File: config.mk
export PLATFORM = sky130hd
export DESIGN_NAME = timer_counter_block
export DESIGN_NICKNAME = d
export VERILOG_FILES = /design/src/timer_pkg.sv /design/src/bcd_step.sv /design/src/timer_counter_block.sv
export VERILOG_INCLUDE_DIRS = /design/src
export SDC_FILE = /design/constraint.sdc
export NUM_CORES = 2
export LEC_CHECK = 0
export BUFFER_PORTS_ARGS = -buffer_cell sky130_fd_sc_hd__buf_4
export CAP_MARGIN = 20
export CORE_ASPECT_RATIO = 1.75
export CORE_UTILIZATION = 35
export CTS_CLUSTER_SIZE = 40
export DETAILED_ROUTE_END_ITERATION = 6
export PLACE_DENSITY = 0.53
export SETUP_SLACK_MARGIN = 0.4
export SLEW_MARGIN = 20
export SYNTH_ARGS = -nofsm -noshare
export SYNTH_HDL_FRONTEND = slang
export SYNTH_SLANG_ARGS = --single-unit
File: constraint.sdc
create_clock -name clk_i -period 5.6 [get_ports clk_i]
set_input_delay 0.28 -clock clk_i [delete_from_list [all_inputs] [get_ports clk_i]]
set_output_delay 0.28 -clock clk_i [all_outputs]
set_load 0.01 [all_outputs]
File: src/timer_consts.svh
// constants: bus map, reset values, limits and timebase for the timer block
`ifndef TIMER_CONSTS_SVH
`define TIMER_CONSTS_SVH

// register byte offsets on the wishbone port
`define A_STATUS     8'h00
`define A_PSEL       8'h04
`define A_PIDX       8'h08
`define A_VIDX       8'h0c
`define A_VDATA      8'h10
`define A_PCONST     8'h20
`define A_PMEM       8'h40

// word-index fields of the byte offsets
`define PCONST_WORD  6'h08
`define PMEM_WORD    6'h10

// reset values
`define PSEL_RST     6'h00
`define PIDX_RST     24'h000000
`define PCONST_RST   32'h00000000
`define VIDX_RST     11'h000
`define PMEM_RST     16'h0000

// value-word numbers: timers at their number, counters at number + 1000
`define WN_ACC       11'h000
`define WN_FAST      11'h002
`define WN_SGL       11'h004
`define CNT_BASE     11'h3e8
`define CN_UP        11'h000
`define CN_UD        11'h001
`define CN_STG       11'h003

// saturation limits in bcd (tenths, hundredths, counts)
`define MAX_ACC      36'h099999999
`define MAX_FAST     36'h009999999
`define MAX_SGL      36'h000009999
`define MAX_CNT      36'h000009999
`define MAX_UD       36'h999999999

// timebase: clock period and hundredth-second period in ns
`define CLK_NS       50
`define TICK_10MS_NS 10000000
`define TENTH_LAST   4'h9

`endif

File: src/timer_pkg.sv
// types shared by the timer and counter block
package timer_pkg;

    // nine bcd digits of a current value
    typedef logic [35:0] bcd_t;

    // level inputs from the controller program
    typedef struct packed {
        logic at_en;    // accum timer enable
        logic at_rst;   // accum timer reset
        logic aft_en;   // fast accum timer enable
        logic aft_rst;  // fast accum timer reset
        logic st_in;    // single-input timer input
        logic uc_cnt;   // up counter count
        logic uc_rst;   // up counter reset
        logic ud_up;    // bidir counter count up
        logic ud_dn;    // bidir counter count down
        logic ud_rst;   // bidir counter reset
        logic sc_cnt;   // step counter count
        logic sc_rst;   // step counter reset command
    } ctl_in_t;

    // done bits, one per element
    typedef struct packed {
        logic stg;
        logic ud;
        logic up;
        logic sgl;
        logic fast;
        logic acc;
    } done_t;

    // bus slave states, gray along the path
    typedef enum logic [1:0] {
        ST_IDLE = 2'b00,
        ST_ACK  = 2'b01
    } wb_st_t;

endpackage

File: src/bcd_step.sv
// one-step bcd up/down with saturation at a limit and at zero
`timescale 1ns/1ps
module bcd_step (
    // value and command
    input  wire logic [35:0] val_i,
    input  wire logic        up_i,
    input  wire logic        dn_i,
    input  wire logic [35:0] max_i,
    // result
    output logic      [35:0] nxt_o
);
    logic [9:0]  all9;  // lower digits all nine
    logic [9:0]  all0;  // lower digits all zero
    logic [35:0] incv;  // value plus one
    logic [35:0] decv;  // value minus one

    assign all9[0] = 1'b1;
    assign all0[0] = 1'b1;

    // per-digit carry and borrow chain
    genvar i;
    generate
        for (i = 0; i < 9; i++) begin : g_dig
            logic [3:0] d;
            assign d = val_i[4*i+3:4*i];
            assign all9[i+1] = all9[i] & (d == 4'h9);
            assign all0[i+1] = all0[i] & (d == 4'h0);
            assign incv[4*i+3:4*i] = !all9[i] ? d : (d == 4'h9) ? 4'h0 : d + 4'h1;
            assign decv[4*i+3:4*i] = !all0[i] ? d : (d == 4'h0) ? 4'h9 : d - 4'h1;
        end
    endgenerate

    // hold at the limit or at zero
    always_comb begin
        if (up_i && val_i != max_i) begin
            nxt_o = incv;
        end else if (dn_i && val_i != 36'h000000000) begin
            nxt_o = decv;
        end else begin
            nxt_o = val_i;
        end
    end
endmodule

File: src/timer_counter_block.sv
// timers, event counters, preset store and wishbone slave
//
// Design decisions made here: the Wishbone slave port and the address map.
`timescale 1ns/1ps
`include "timer_consts.svh"
module timer_counter_block #(
    parameter int unsigned HUND_CYCLES = `TICK_10MS_NS / `CLK_NS
) (
    // clock and reset
    input  wire logic               clk_i,
    input  wire logic               reset_n_i,
    // wishbone slave
    input  wire logic               wb_cyc_i,
    input  wire logic               wb_stb_i,
    input  wire logic               wb_we_i,
    input  wire logic [7:0]         wb_adr_i,
    input  wire logic [3:0]         wb_sel_i,
    input  wire logic [31:0]        wb_dat_i,
    output logic      [31:0]        wb_dat_o,
    output logic                    wb_ack_o,
    // program-side levels and done bits
    input  wire timer_pkg::ctl_in_t ctl_i,
    output timer_pkg::done_t        done_o
);
    import timer_pkg::*;

    // element order: accum, fast accum, single timer,
    // up counter, bidir counter, step counter
    localparam int NE = 6;                               // elements
    // divider wraps after this count
    localparam logic [17:0] HUND_LAST = 18'(HUND_CYCLES - 1);
    // elements whose presets span two memory words
    localparam logic [NE-1:0] DBL = 6'h13;               // two-word presets
    // saturation limits per element
    localparam bcd_t MAXV [NE] = '{`MAX_ACC, `MAX_FAST, `MAX_SGL,
                                   `MAX_CNT, `MAX_UD, `MAX_CNT};

    // timebase state
    logic [17:0]   div_q;             // hundredth divider
    logic          tick_h_q;          // hundredth tick
    logic [3:0]    tenth_q;           // hundredths within a tenth
    logic          tick_t_q;          // tenth tick
    // edge detection and step commands
    logic [3:0]    prev_q;            // last count levels
    logic [NE-1:0] inc;               // step up this cycle
    logic [NE-1:0] dec;               // step down this cycle
    logic [NE-1:0] clr;               // hold at zero
    // per-element values and presets
    bcd_t          cur_q [NE];        // current values
    bcd_t          cur_d [NE];        // next values
    bcd_t          step  [NE];        // stepped values
    bcd_t          pre   [NE];        // resolved presets
    logic [NE-1:0] done_d;            // next done bits
    logic [NE-1:0] done_q;            // done bits
    // software-visible registers
    logic [NE-1:0] psel_q;            // preset source per element
    logic [23:0]   pidx_q;            // preset memory index per element
    logic [31:0]   pconst_q [NE];     // constant presets
    logic [15:0]   pmem_q [16];       // preset memory words
    logic [10:0]   vidx_q;            // value word selector
    logic [15:0]   vword;             // selected value word
    logic [31:0]   rdata;             // read mux
    // bus slave
    wb_st_t        st_q;              // bus state
    logic          req;               // new bus request
    logic [5:0]    wa;                // word address

    // byte-lane merge for writes
    function automatic logic [31:0] merge(input logic [31:0] old, input logic [31:0] nw,
                                          input logic [3:0] sel);
        logic [31:0] r;
        // start from the stored word
        r = old;
        for (int b = 0; b < 4; b++) begin
            if (sel[b]) begin
                r[8*b+:8] = nw[8*b+:8];
            end
        end
        return r;
    endfunction

    // hundredth-second tick from the clock
    // the tick stands for exactly one clock
    always_ff @(posedge clk_i) begin
        if (!reset_n_i) begin
            div_q    <= 18'h00000;
            tick_h_q <= 1'b0;
        // last count of the period: wrap and pulse
        end else if (div_q == HUND_LAST) begin
            div_q    <= 18'h00000;
            tick_h_q <= 1'b1;
        end else begin
            div_q    <= div_q + 18'h00001;
            tick_h_q <= 1'b0;
        end
    end

    // tenth-second tick, every tenth hundredth
    // one clock behind the hundredth tick that ends a tenth
    always_ff @(posedge clk_i) begin
        if (!reset_n_i) begin
            tenth_q  <= 4'h0;
            tick_t_q <= 1'b0;
        end else begin
            tick_t_q <= tick_h_q && tenth_q == `TENTH_LAST;
            // count hundredths, wrap after the tenth
            if (tick_h_q) begin
                tenth_q <= (tenth_q == `TENTH_LAST) ? 4'h0 : tenth_q + 4'h1;
            end
        end
    end

    // count-input history for edge detection
    // resets low, the idle level, so no false edge
    always_ff @(posedge clk_i) begin
        if (!reset_n_i) begin
            prev_q <= 4'h0;
        end else begin
            // bit order: up, bidir up, bidir down, step
            prev_q <= {ctl_i.sc_cnt, ctl_i.ud_dn, ctl_i.ud_up, ctl_i.uc_cnt};
        end
    end

    // step and clear commands per element
    always_comb begin
        // defaults: no step, no clear
        inc = '0;
        dec = '0;
        clr = '0;
        // accum timer, tenths
        clr[0] = ctl_i.at_rst;
        inc[0] = ctl_i.at_en && tick_t_q;
        // fast accum timer, hundredths
        clr[1] = ctl_i.aft_rst;
        inc[1] = ctl_i.aft_en && tick_h_q;
        // single-input timer, tenths
        clr[2] = !ctl_i.st_in;
        inc[2] = ctl_i.st_in && tick_t_q;
        // up counter on rising edges
        clr[3] = ctl_i.uc_rst;
        inc[3] = ctl_i.uc_cnt && !prev_q[0];
        // bidir counter, other input must be low
        clr[4] = ctl_i.ud_rst;
        inc[4] = ctl_i.ud_up && !prev_q[1] && !ctl_i.ud_dn;
        dec[4] = ctl_i.ud_dn && !prev_q[2] && !ctl_i.ud_up;
        // step counter, cleared by reset command only
        clr[5] = ctl_i.sc_rst;
        inc[5] = ctl_i.sc_cnt && !prev_q[3];
    end

    // per-element stepper, preset and done compare
    // each element steps by at most one per clock
    genvar g;
    generate
        for (g = 0; g < NE; g++) begin : g_el
            logic [3:0]  ix;      // preset memory index
            logic [31:0] pm;      // preset from memory
            bcd_step u_step (
                .val_i (cur_q[g]),
                .up_i  (inc[g]),
                .dn_i  (dec[g]),
                .max_i (MAXV[g]),
                .nxt_o (step[g])
            );
            // preset source: constant or memory word
            assign ix = pidx_q[4*g+:4];
            // double-word presets take the next word as high half
            assign pm = DBL[g] ? {pmem_q[ix + 4'h1], pmem_q[ix]} : {16'h0000, pmem_q[ix]};
            assign pre[g] = {4'h0, psel_q[g] ? pm : pconst_q[g]};
            // a clear wins over any step in the same cycle
            assign cur_d[g] = clr[g] ? 36'h000000000 : step[g];
            // bcd order matches binary order, so a plain compare works
            assign done_d[g] = !clr[g] && cur_d[g] >= pre[g];
        end
    endgenerate

    // current values
    // one register per element, loaded every clock
    always_ff @(posedge clk_i) begin
        if (!reset_n_i) begin
            for (int e = 0; e < NE; e++) begin
                cur_q[e] <= 36'h000000000;
            end
        end else begin
            for (int e = 0; e < NE; e++) begin
                cur_q[e] <= cur_d[e];
            end
        end
    end

    // done bits, updated with the values
    // registered so the done pins come from flops
    always_ff @(posedge clk_i) begin
        if (!reset_n_i) begin
            done_q <= '0;
        end else begin
            done_q <= done_d;
        end
    end

    // element index order matches the done struct, lsb first
    assign done_o = done_t'(done_q);

    // value word lookup by word number
    // two-word values show their low digits first
    // unknown word numbers read as zero
    always_comb begin
        case (vidx_q)
            `WN_ACC:                 vword = cur_q[0][15:0];
            `WN_ACC + 11'h001:       vword = cur_q[0][31:16];
            `WN_FAST:                vword = cur_q[1][15:0];
            `WN_FAST + 11'h001:      vword = cur_q[1][31:16];
            `WN_SGL:                 vword = cur_q[2][15:0];
            `CNT_BASE + `CN_UP:      vword = cur_q[3][15:0];
            `CNT_BASE + `CN_UD:      vword = cur_q[4][15:0];
            `CNT_BASE + `CN_UD + 11'h001: vword = cur_q[4][31:16];
            `CNT_BASE + `CN_STG:     vword = cur_q[5][15:0];
            default:                 vword = 16'h0000;
        endcase
    end

    // word address; byte offset bits are ignored
    assign wa  = wb_adr_i[7:2];
    // a request is taken only while the slave is idle
    assign req = wb_cyc_i && wb_stb_i && st_q == ST_IDLE;

    // register read mux, unmapped reads as zero
    // status carries done bits and the bidir ninth digit
    always_comb begin
        rdata = 32'h00000000;
        if (wa == `A_STATUS >> 2) begin
            rdata = {20'h00000, cur_q[4][35:32], 2'b00, done_q};
        end else if (wa == `A_PSEL >> 2) begin
            rdata = {26'h0000000, psel_q};
        end else if (wa == `A_PIDX >> 2) begin
            rdata = {8'h00, pidx_q};
        end else if (wa == `A_VIDX >> 2) begin
            rdata = {21'h000000, vidx_q};
        end else if (wa == `A_VDATA >> 2) begin
            rdata = {16'h0000, vword};
        end else if (wa >= `PCONST_WORD && wa < `PCONST_WORD + 6'(NE)) begin
            rdata = pconst_q[3'(wa - `PCONST_WORD)];
        end else if (wa >= `PMEM_WORD && wa < `PMEM_WORD + 6'h10) begin
            rdata = {16'h0000, pmem_q[wa[3:0]]};
        end
    end

    // bus handshake: ack one cycle after the request, then drop
    always_ff @(posedge clk_i) begin
        if (!reset_n_i) begin
            st_q     <= ST_IDLE;
            wb_ack_o <= 1'b0;
            wb_dat_o <= 32'h00000000;
        end else begin
            case (st_q)
                // idle: take a request, answer next clock
                ST_IDLE: begin
                    if (req) begin
                        st_q     <= ST_ACK;
                        wb_ack_o <= 1'b1;
                        // writes return zero data
                        wb_dat_o <= wb_we_i ? 32'h00000000 : rdata;
                    end
                end
                // ack stood one clock: drop it
                ST_ACK: begin
                    st_q     <= ST_IDLE;
                    wb_ack_o <= 1'b0;
                end
                // unused encoding: back to idle
                default: begin
                    st_q     <= ST_IDLE;
                    wb_ack_o <= 1'b0;
                end
            endcase
        end
    end

    // control registers
    always_ff @(posedge clk_i) begin
        if (!reset_n_i) begin
            psel_q <= `PSEL_RST;
            pidx_q <= `PIDX_RST;
            vidx_q <= `VIDX_RST;
        end else if (req && wb_we_i) begin
            if (wa == `A_PSEL >> 2) begin
                // one source bit per element
                psel_q <= 6'(merge({26'h0000000, psel_q}, wb_dat_i, wb_sel_i));
            end
            if (wa == `A_PIDX >> 2) begin
                // four index bits per element
                pidx_q <= 24'(merge({8'h00, pidx_q}, wb_dat_i, wb_sel_i));
            end
            if (wa == `A_VIDX >> 2) begin
                // word number of the value shown
                vidx_q <= 11'(merge({21'h000000, vidx_q}, wb_dat_i, wb_sel_i));
            end
        end
    end

    // constant presets, writable at any time while counting
    // a new preset takes effect on the next compare
    // byte lanes merge into the stored word
    always_ff @(posedge clk_i) begin
        if (!reset_n_i) begin
            for (int e = 0; e < NE; e++) begin
                pconst_q[e] <= `PCONST_RST;
            end
        end else if (req && wb_we_i && wa >= `PCONST_WORD && wa < `PCONST_WORD + 6'(NE)) begin
            pconst_q[3'(wa - `PCONST_WORD)] <=
                merge(pconst_q[3'(wa - `PCONST_WORD)], wb_dat_i, wb_sel_i);
        end
    end

    // preset memory words
    // only the low half-word of each bus word is kept
    always_ff @(posedge clk_i) begin
        if (!reset_n_i) begin
            for (int w = 0; w < 16; w++) begin
                pmem_q[w] <= `PMEM_RST;
            end
        end else if (req && wb_we_i && wa >= `PMEM_WORD && wa < `PMEM_WORD + 6'h10) begin
            pmem_q[wa[3:0]] <= 16'(merge({16'h0000, pmem_q[wa[3:0]]}, wb_dat_i, wb_sel_i));
        end
    end
endmodule

* Word-level counts from Yosys, hierarchy flattened *
Memories as Yosys holds them, arrays and structs flattened. A register that Yosys moved wholly into a read port is not among the register bits.
Index checks and enable logic that the tools add are counted.
W data, S select, Z words.

word-level totals
  input port bits = 61
  output and inout port bits = 39
  memories kept = 3
  memory bits (writable) = 664
  register bits after elaboration = 108
  logic and storage cells = 492

cells by class
  multiplexer cells = 199
  add/subtract/negate cells = 69
  $lt $le $gt $ge = 10
  equal/unequal tests = 74
  reduce and logical (&&, ||, !) cells = 67
  bitwise gates (word level) = 56

memories
  name      depth  width  rd ports  clocked after memory_dff  wr ports  RTL line                   RTL
  pmem_q    16     16     10        6                         16        timer_counter_block.sv:59  logic [15:0] pmem_q [16];
  cur_q     6      36     6         0                         6         timer_counter_block.sv:49  bcd_t cur_q [NE];
  pconst_q  6      32     7         0                         6         timer_counter_block.sv:58  logic [31:0] pconst_q [NE];

operators with widths
  operator                 number
  $mux W36                 19
  $mux W4                  133
  $mux W32                 14
  $add A4 B1 Y4 const B    58
  $eq A4 B4 Y1 const B     55
  $ge A36 B32 Y1           6
  $mux W8                  18
  $pmux W16 S9             1
  $ne A36 B16 Y1 const B   3
  $and A1 B1 Y1            49
  $eq A11 B10 Y1 const B   4
  $logic_not A4 Y1         9
  $ne A36 B28 Y1 const B   1
  $ne A36 B32 Y1 const B   1
  $ne A36 B36 Y1 const B   1
  $reduce_bool A36 Y1      1
  $sub A4 B1 Y4 const B    9
  $logic_and A1 B1 Y1      32
  $mux W16                 2
  $reduce_or A32 Y1        1
  $eq A11 B2 Y1 const B    2
  $add A18 B1 Y18 const B  1
  $eq A18 B18 Y1 const B   1
  $reduce_and A3 Y1        6
  other kinds (21)         48

* Logic depth before layout (Yosys ltp) *
An unclocked memory read counts as a cell.

  depth after elaboration = 15
  mapped depth = 19
  depth with buffers taken out = 17

* Cells and area by module *
Synthesis repeated with hierarchy kept, for this count alone.

second synthesis, totals
  cell total of the unflattened synthesis = 6559
  area, all modules = 72988.8 um^2

modules (own cells, without submodules)
  module                         cells an instance  times used  area an instance (um^2)  sequential area each (um^2)
  timer_counter_block            4455               1           58906.5                  22341.4
  bcd_step (g_el[1].u_step ...)  349                5           2371.0                   0.0
  bcd_step (g_el[0].u_step)      359                1           2227.1                   0.0

* Worst setup path after synthesis *
Ideal clock, no wire load.

  path kind = register to register
  start = reg pidx_q[4]
  end = reg done_q[1] (netlist: done_o[1])
  setup time = 0.140 ns
  arrival = 4.226 ns
  data required time = 5.460 ns
  stages on the path, launching flop included = 15
  path slack = 1.235 ns
  buffers on the path = 2
  clock period less this slack = 4.365 ns
  cells stage by stage = dfxtp_1 ha_1 clkbuf_1 buf_1 mux4_2 mux4_2 mux2i_1 ha_1 a21o_1 a21o_1 a21oi_1 o41ai_1 o311a_1 a2111oi_0 a41oi_1

between the ends
  cells in the longest elaborated chain, start to end = 5

ends and longest elaborated chain
  item                    RTL line                    RTL
  start, declared         timer_counter_block.sv:57   logic [23:0] pidx_q;
  start signal, assigned  timer_counter_block.sv:283  pidx_q <= `PIDX_RST;
  start signal, assigned  timer_counter_block.sv:292  pidx_q <= 24'(merge({8'h00, pidx_q}, wb_dat_i, wb_sel_i));
  $add A4 B1 Y4           timer_counter_block.sv:168  assign pm = DBL[g] ? {pmem_q[ix + 4'h1], pmem_q[ix]} : {16'h0000, pmem_q[ix]};
  $mem_v2 Z16 W16         --
  $mux W32                timer_counter_block.sv:169  assign pre[g] = {4'h0, psel_q[g] ? pm : pconst_q[g]};
  $ge A36 B32 Y1          timer_counter_block.sv:173  assign done_d[g] = !clr[g] && cur_d[g] >= pre[g];
  $logic_and A1 B1 Y1     timer_counter_block.sv:173
  end signal, assigned    timer_counter_block.sv:197  done_q <= done_d;
  end, declared           timer_counter_block.sv:54   logic [NE-1:0] done_q;

No other way between the ends.
A chain may end at the register's enable or synchronous reset.

==> run_summary.xml <==
<?xml version="1.0" encoding="UTF-8"?>
<metrics>
  <group name="run_status">
    <metric name="status" unit="">finished with violations</metric>
    <metric name="failed_checks" unit="">DRC</metric>
  </group>
  <group name="setup_path">
    <metric name="critical_path.startpoint_type" unit="">register</metric>
    <metric name="timing.critical_path.fanout_max" unit="">20</metric>
    <metric name="worstSetupEndpointType" unit="">register</metric>
    <metric name="worst-setup-path-type" unit="">reg -&gt; reg</metric>
    <metric name="required" unit="ps">6210</metric>
    <metric name="timing.critical_path.arrival" unit="ps">5510</metric>
  </group>
  <group name="clock_tree">
    <metric name="worst_case_clock_buffer_depth" unit="">3</metric>
    <metric name="post_cts_resize_count" unit="">0</metric>
    <metric name="cts.clk_slew.worst_paths" unit="ps">70</metric>
    <metric name="clock_sinks" unit="">860</metric>
    <metric name="source_to_sink_clock_delay_at_the_later_pin_of_the_worst_skew_pair" unit="ps">730</metric>
    <metric name="numCtsBuffers" unit="">87</metric>
    <metric name="cts_tree" unit="">yes</metric>
    <metric name="cts.htree.levels" unit="">3</metric>
    <metric name="cts-root-buf" unit="">sky130_fd_sc_hd__clkbuf_16</metric>
  </group>
  <group name="layout">
    <metric name="postLayoutCoreUtil" unit="%">39.7</metric>
    <metric name="final_nets" unit="">6081</metric>
    <metric name="drive_above_1_share" unit="%">26.8</metric>
    <metric name="number_of_cells_in_the_finished_layout_apart_from_fillers" unit="">8213</metric>
    <metric name="fillCellCount" unit="">17697</metric>
    <metric name="areaGrowthSynthToFinish" unit="%">12.5</metric>
  </group>
  <group name="sta">
    <metric name="slew_headroom" unit="%">16.3</metric>
    <metric name="final_hold_viol_count" unit="">0</metric>
    <metric name="whs" unit="ps">82.7</metric>
    <metric name="tightestPinTransition" unit="ps">1250</metric>
    <metric name="finalSetupViolations" unit="">0</metric>
    <metric name="timing.fmax" unit="MHz">204</metric>
    <metric name="rsz_0062_raised_after_global_routing" unit="">no</metric>
    <metric name="timing.setup.tns" unit="ps">0</metric>
    <metric name="timing.final.crit_share" unit="%">87.6</metric>
    <metric name="worst_setup_skew_after_layout" unit="ps">50.4</metric>
    <metric name="final_period_minus_worst_setup_slack" unit="ps">4900</metric>
    <metric name="slew_violations" unit="">0</metric>
  </group>
  <group name="global_route">
    <metric name="grt.met3_usage" unit="%">7.85</metric>
    <metric name="routing_layer_with_the_top_usage_in_global_route" unit="">met2</metric>
    <metric name="largest_net_degree_at_the_start_of_global_routing" unit="">68</metric>
    <metric name="grt_util_met1" unit="%">33.4</metric>
    <metric name="grt_remaining_overflow" unit="">0</metric>
    <metric name="global_route.usage.met2" unit="%">54.1</metric>
    <metric name="grt.total_usage" unit="%">32.6</metric>
    <metric name="grt_pass1_wl" unit="mm">425</metric>
    <metric name="grt_pass1_vias" unit="">53211</metric>
    <metric name="grt_antenna_before_repair" unit="">20</metric>
  </group>
  <group name="detailed_routing">
    <metric name="drt_pass_1_iters" unit="">7</metric>
    <metric name="routed_via_count" unit="">54744</metric>
    <metric name="ant_nets" unit="">0</metric>
    <metric name="via_per_inst" unit="">6.67</metric>
    <metric name="post_drt_wl_per_cell" unit="um">37.9</metric>
    <metric name="drt_wl_total" unit="mm">311</metric>
    <metric name="drt_first_iter_violations" unit="">6820</metric>
    <metric name="post-route-drc-count" unit="">42</metric>
  </group>
  <group name="power_and_ir_drop">
    <metric name="power.leakage" unit="nW">25.1</metric>
    <metric name="max-vdd-ir-drop" unit="V">0.000207</metric>
    <metric name="design_power_total" unit="mW">15.1</metric>
    <metric name="powerDensity" unit="nW/um^2">206</metric>
  </group>
  <group name="die">
    <metric name="start_util" unit="%">35.3</metric>
    <metric name="die_width" unit="um">329</metric>
    <metric name="dieHeight" unit="um">574</metric>
    <metric name="floorplan.die_area" unit="um^2">189000</metric>
    <metric name="floorplan_row_count" unit="">209</metric>
    <metric name="floorplan.core_area" unit="um^2">185000</metric>
    <metric name="floorplan.io_pins" unit="">100</metric>
  </group>
  <group name="min_path">
    <metric name="min-delay-path-class" unit="">in -&gt; reg</metric>
  </group>
  <group name="synthesis">
    <metric name="yosysSeqAreaShare" unit="%">34.2</metric>
    <metric name="syn_std_cell_area" unit="um^2">65400</metric>
    <metric name="postSynthAreaPerCell" unit="um^2">11.7</metric>
    <metric name="synth-edff-count" unit="">512</metric>
    <metric name="synth.distinct_cells" unit="">96</metric>
    <metric name="ys.warnings.count" unit="">0</metric>
    <metric name="synth_seq_cells" unit="">860</metric>
    <metric name="postSynthCellCount" unit="">5574</metric>
    <metric name="async_flop_share" unit="%">0</metric>
    <metric name="synth-main-ff-cell" unit="">sky130_fd_sc_hd__edfxtp_1</metric>
  </group>
  <group name="placed_design">
    <metric name="placed_cells" unit="">8007</metric>
    <metric name="dp.final_hpwl" unit="mm">230</metric>
    <metric name="port_buffers" unit="">97</metric>
    <metric name="place.gp.congestion" unit="">1.05</metric>
  </group>
  <group name="job">
    <metric name="maxCapViolations" unit="">0</metric>
  </group>
</metrics>
logic make-up (layout without fill, tap and decap cells):
logic type      after synthesis  count (layout)  share of synthesized area (%)
xor+xnor                     63              63                          0.844
mux                        1159            1159                           34.5
other cells                   1              78                        0.00573
fa+ha+maj                   316             316                           6.04
simple gates               1944            1944                           14.2
buf+inv                     548             684                           3.38
compound gates              683             683                           6.82
flops                       860             860                           34.2
cell type report:
type | count | area (um^2) | area share (%)
antenna | 14 | 35.0 | 0.0476
clock buffer | 115 | 2470 | 3.36
clock inverter | 43 | 472 | 0.641
inverter | 121 | 457 | 0.621
multi-input combinational | 4229 | 41300 | 56.2
sequential | 860 | 22400 | 30.5
tap | 2426 | 3040 | 4.13
timing repair buffer | 405 | 3380 | 4.59
metrics by stage:
| step | worst slack (ps) | cell area (um^2) |
|---|---|---|
| after floorplan | 1230 | 65700 |
| after global placement | 865 | 70200 |
| after detailed placement | 846 | 70200 |
| after CTS | 820 | 73500 |
| after global routing | 426 | 73500 |
| final | 697 | 73600 |
layer usage:
| metal | up-vias | wire (um) |
|---|---|---|
| met1 | 27567 | 94100 |
| met3 | 1126 | 31500 |
| met5 | - | 129 |
| li1 | 22008 | - |
| met2 | 4025 | 149000 |
| met4 | 18 | 36500 |
cell usage after synthesis (all sizes together) (10+ instances only):
| library cell | n | area share, % |
|---|---|---|
| edfxtp | 512 | 24 |
| a211oi | 32 | 0.37 |
| o211ai | 24 | 0.28 |
| o21a | 12 | 0.14 |
| o21ai | 135 | 1.0 |
| and3b | 37 | 0.50 |
| nor4 | 33 | 0.40 |
| xor2 | 34 | 0.46 |
| inv | 119 | 0.68 |
| a21o | 60 | 0.69 |
| nor3b | 21 | 0.27 |
| nor2b | 49 | 0.47 |
| and3 | 40 | 0.38 |
| mux4 | 874 | 30 |
| clkbuf | 273 | 1.6 |
| a21oi | 211 | 1.6 |
| or2 | 15 | 0.14 |
| nand4 | 67 | 0.65 |
| nand3b | 28 | 0.32 |
| a22oi | 41 | 0.47 |
| buf | 154 | 1.1 |
| and2 | 64 | 0.61 |
| nand3 | 130 | 0.99 |
| a31oi | 14 | 0.13 |
| or3 | 28 | 0.28 |
| a22o | 19 | 0.25 |
| mux2i | 236 | 3.6 |
| ha | 316 | 6.0 |
| nor2 | 877 | 5.0 |
| nand2 | 280 | 1.6 |
| mux2 | 49 | 0.84 |
| a221oi | 15 | 0.20 |
| xnor2 | 29 | 0.39 |
| dfxtp | 348 | 11 |
| nand2b | 91 | 0.87 |
| o31ai | 11 | 0.13 |
| and4 | 10 | 0.13 |
| nor3 | 143 | 1.1 |
cells in the final DEF (no fill, tap or decap), types with 24 or more instances in the layout:
cell | Yosys | layout
sky130_fd_sc_hd__edfxtp_1 | 512 | 512
sky130_fd_sc_hd__inv_1 | 119 | 119
sky130_fd_sc_hd__a211oi_1 | 32 | 32
sky130_fd_sc_hd__and3b_1 | 37 | 37
sky130_fd_sc_hd__mux2_2 | 49 | 49
sky130_fd_sc_hd__conb_1 | 1 | 64
sky130_fd_sc_hd__ha_1 | 316 | 313
sky130_fd_sc_hd__a22oi_1 | 41 | 41
sky130_fd_sc_hd__or3_1 | 27 | 26
sky130_fd_sc_hd__clkbuf_16 | 0 | 93
sky130_fd_sc_hd__nand3_1 | 130 | 130
sky130_fd_sc_hd__nor3_1 | 141 | 141
sky130_fd_sc_hd__a21oi_1 | 211 | 210
sky130_fd_sc_hd__dlygate4sd3_1 | 0 | 33
sky130_fd_sc_hd__o21ai_0 | 124 | 124
sky130_fd_sc_hd__dfxtp_1 | 348 | 319
sky130_fd_sc_hd__nand3b_1 | 28 | 28
sky130_fd_sc_hd__xor2_1 | 34 | 30
sky130_fd_sc_hd__and3_1 | 40 | 40
sky130_fd_sc_hd__mux4_2 | 874 | 874
sky130_fd_sc_hd__nand4_1 | 66 | 66
sky130_fd_sc_hd__and2_1 | 64 | 64
sky130_fd_sc_hd__nand2b_1 | 91 | 91
sky130_fd_sc_hd__buf_4 | 6 | 350
sky130_fd_sc_hd__o211ai_1 | 24 | 24
sky130_fd_sc_hd__nor4_1 | 26 | 25
sky130_fd_sc_hd__xnor2_1 | 29 | 27
sky130_fd_sc_hd__a21o_1 | 60 | 60
sky130_fd_sc_hd__nor2b_1 | 49 | 49
sky130_fd_sc_hd__nand2_1 | 280 | 260
sky130_fd_sc_hd__mux2i_1 | 236 | 223
sky130_fd_sc_hd__nor2_1 | 875 | 874
repair_timing:
item,4_1_cts,5_1_grt
hold endpoints to repair,79,0
hold buffers,33,0
buffers inserted,0,0
path summary, 6_finish.rpt:
check	start	to	slack, ps	depth (start not counted)
setup / recovery	register	done_o[2]	700	10
hold / removal	ctl_i[8]	cur_q[1][2]	80	2
setup reg to reg	register	done_o[2]	700	10
hold reg to reg	pidx_q[15]	pidx_q[15]	470	2
critical path, cell delays in order (launching register included):
cell and delay, ps:
sky130_fd_sc_hd__dfxtp_2 870, sky130_fd_sc_hd__mux4_2 430, sky130_fd_sc_hd__mux4_2 620, sky130_fd_sc_hd__mux2i_1 950
sky130_fd_sc_hd__ha_1 310, sky130_fd_sc_hd__nand4_1 130, sky130_fd_sc_hd__nor4_1 630, sky130_fd_sc_hd__a221o_1 280
sky130_fd_sc_hd__o31ai_1 100, sky130_fd_sc_hd__o2111a_1 190, sky130_fd_sc_hd__a31oi_1 190
state kept, by name (all words and copies together) (netlist names), 4 cells and up, named ones only:
signal and cells:
div_q 18, pconst_q 256, wb_dat_o 32, pidx_q 24, pmem_q 256, psel_q 6
vidx_q 11, cur_q 216, prev_q 4, done_o 6, tenth_q 4
report_power, final:
| part | switching, mW | total, mW | internal, mW |
|---|---|---|---|
| logic | 1.05 | 1.72 | 0.670 |
| registers | 0.289 | 7.12 | 6.83 |
| clock network | 2.85 | 6.30 | 3.45 |
| total | 4.18 | 15.1 | 11.0 |
(Power assumes the default switching activity.)
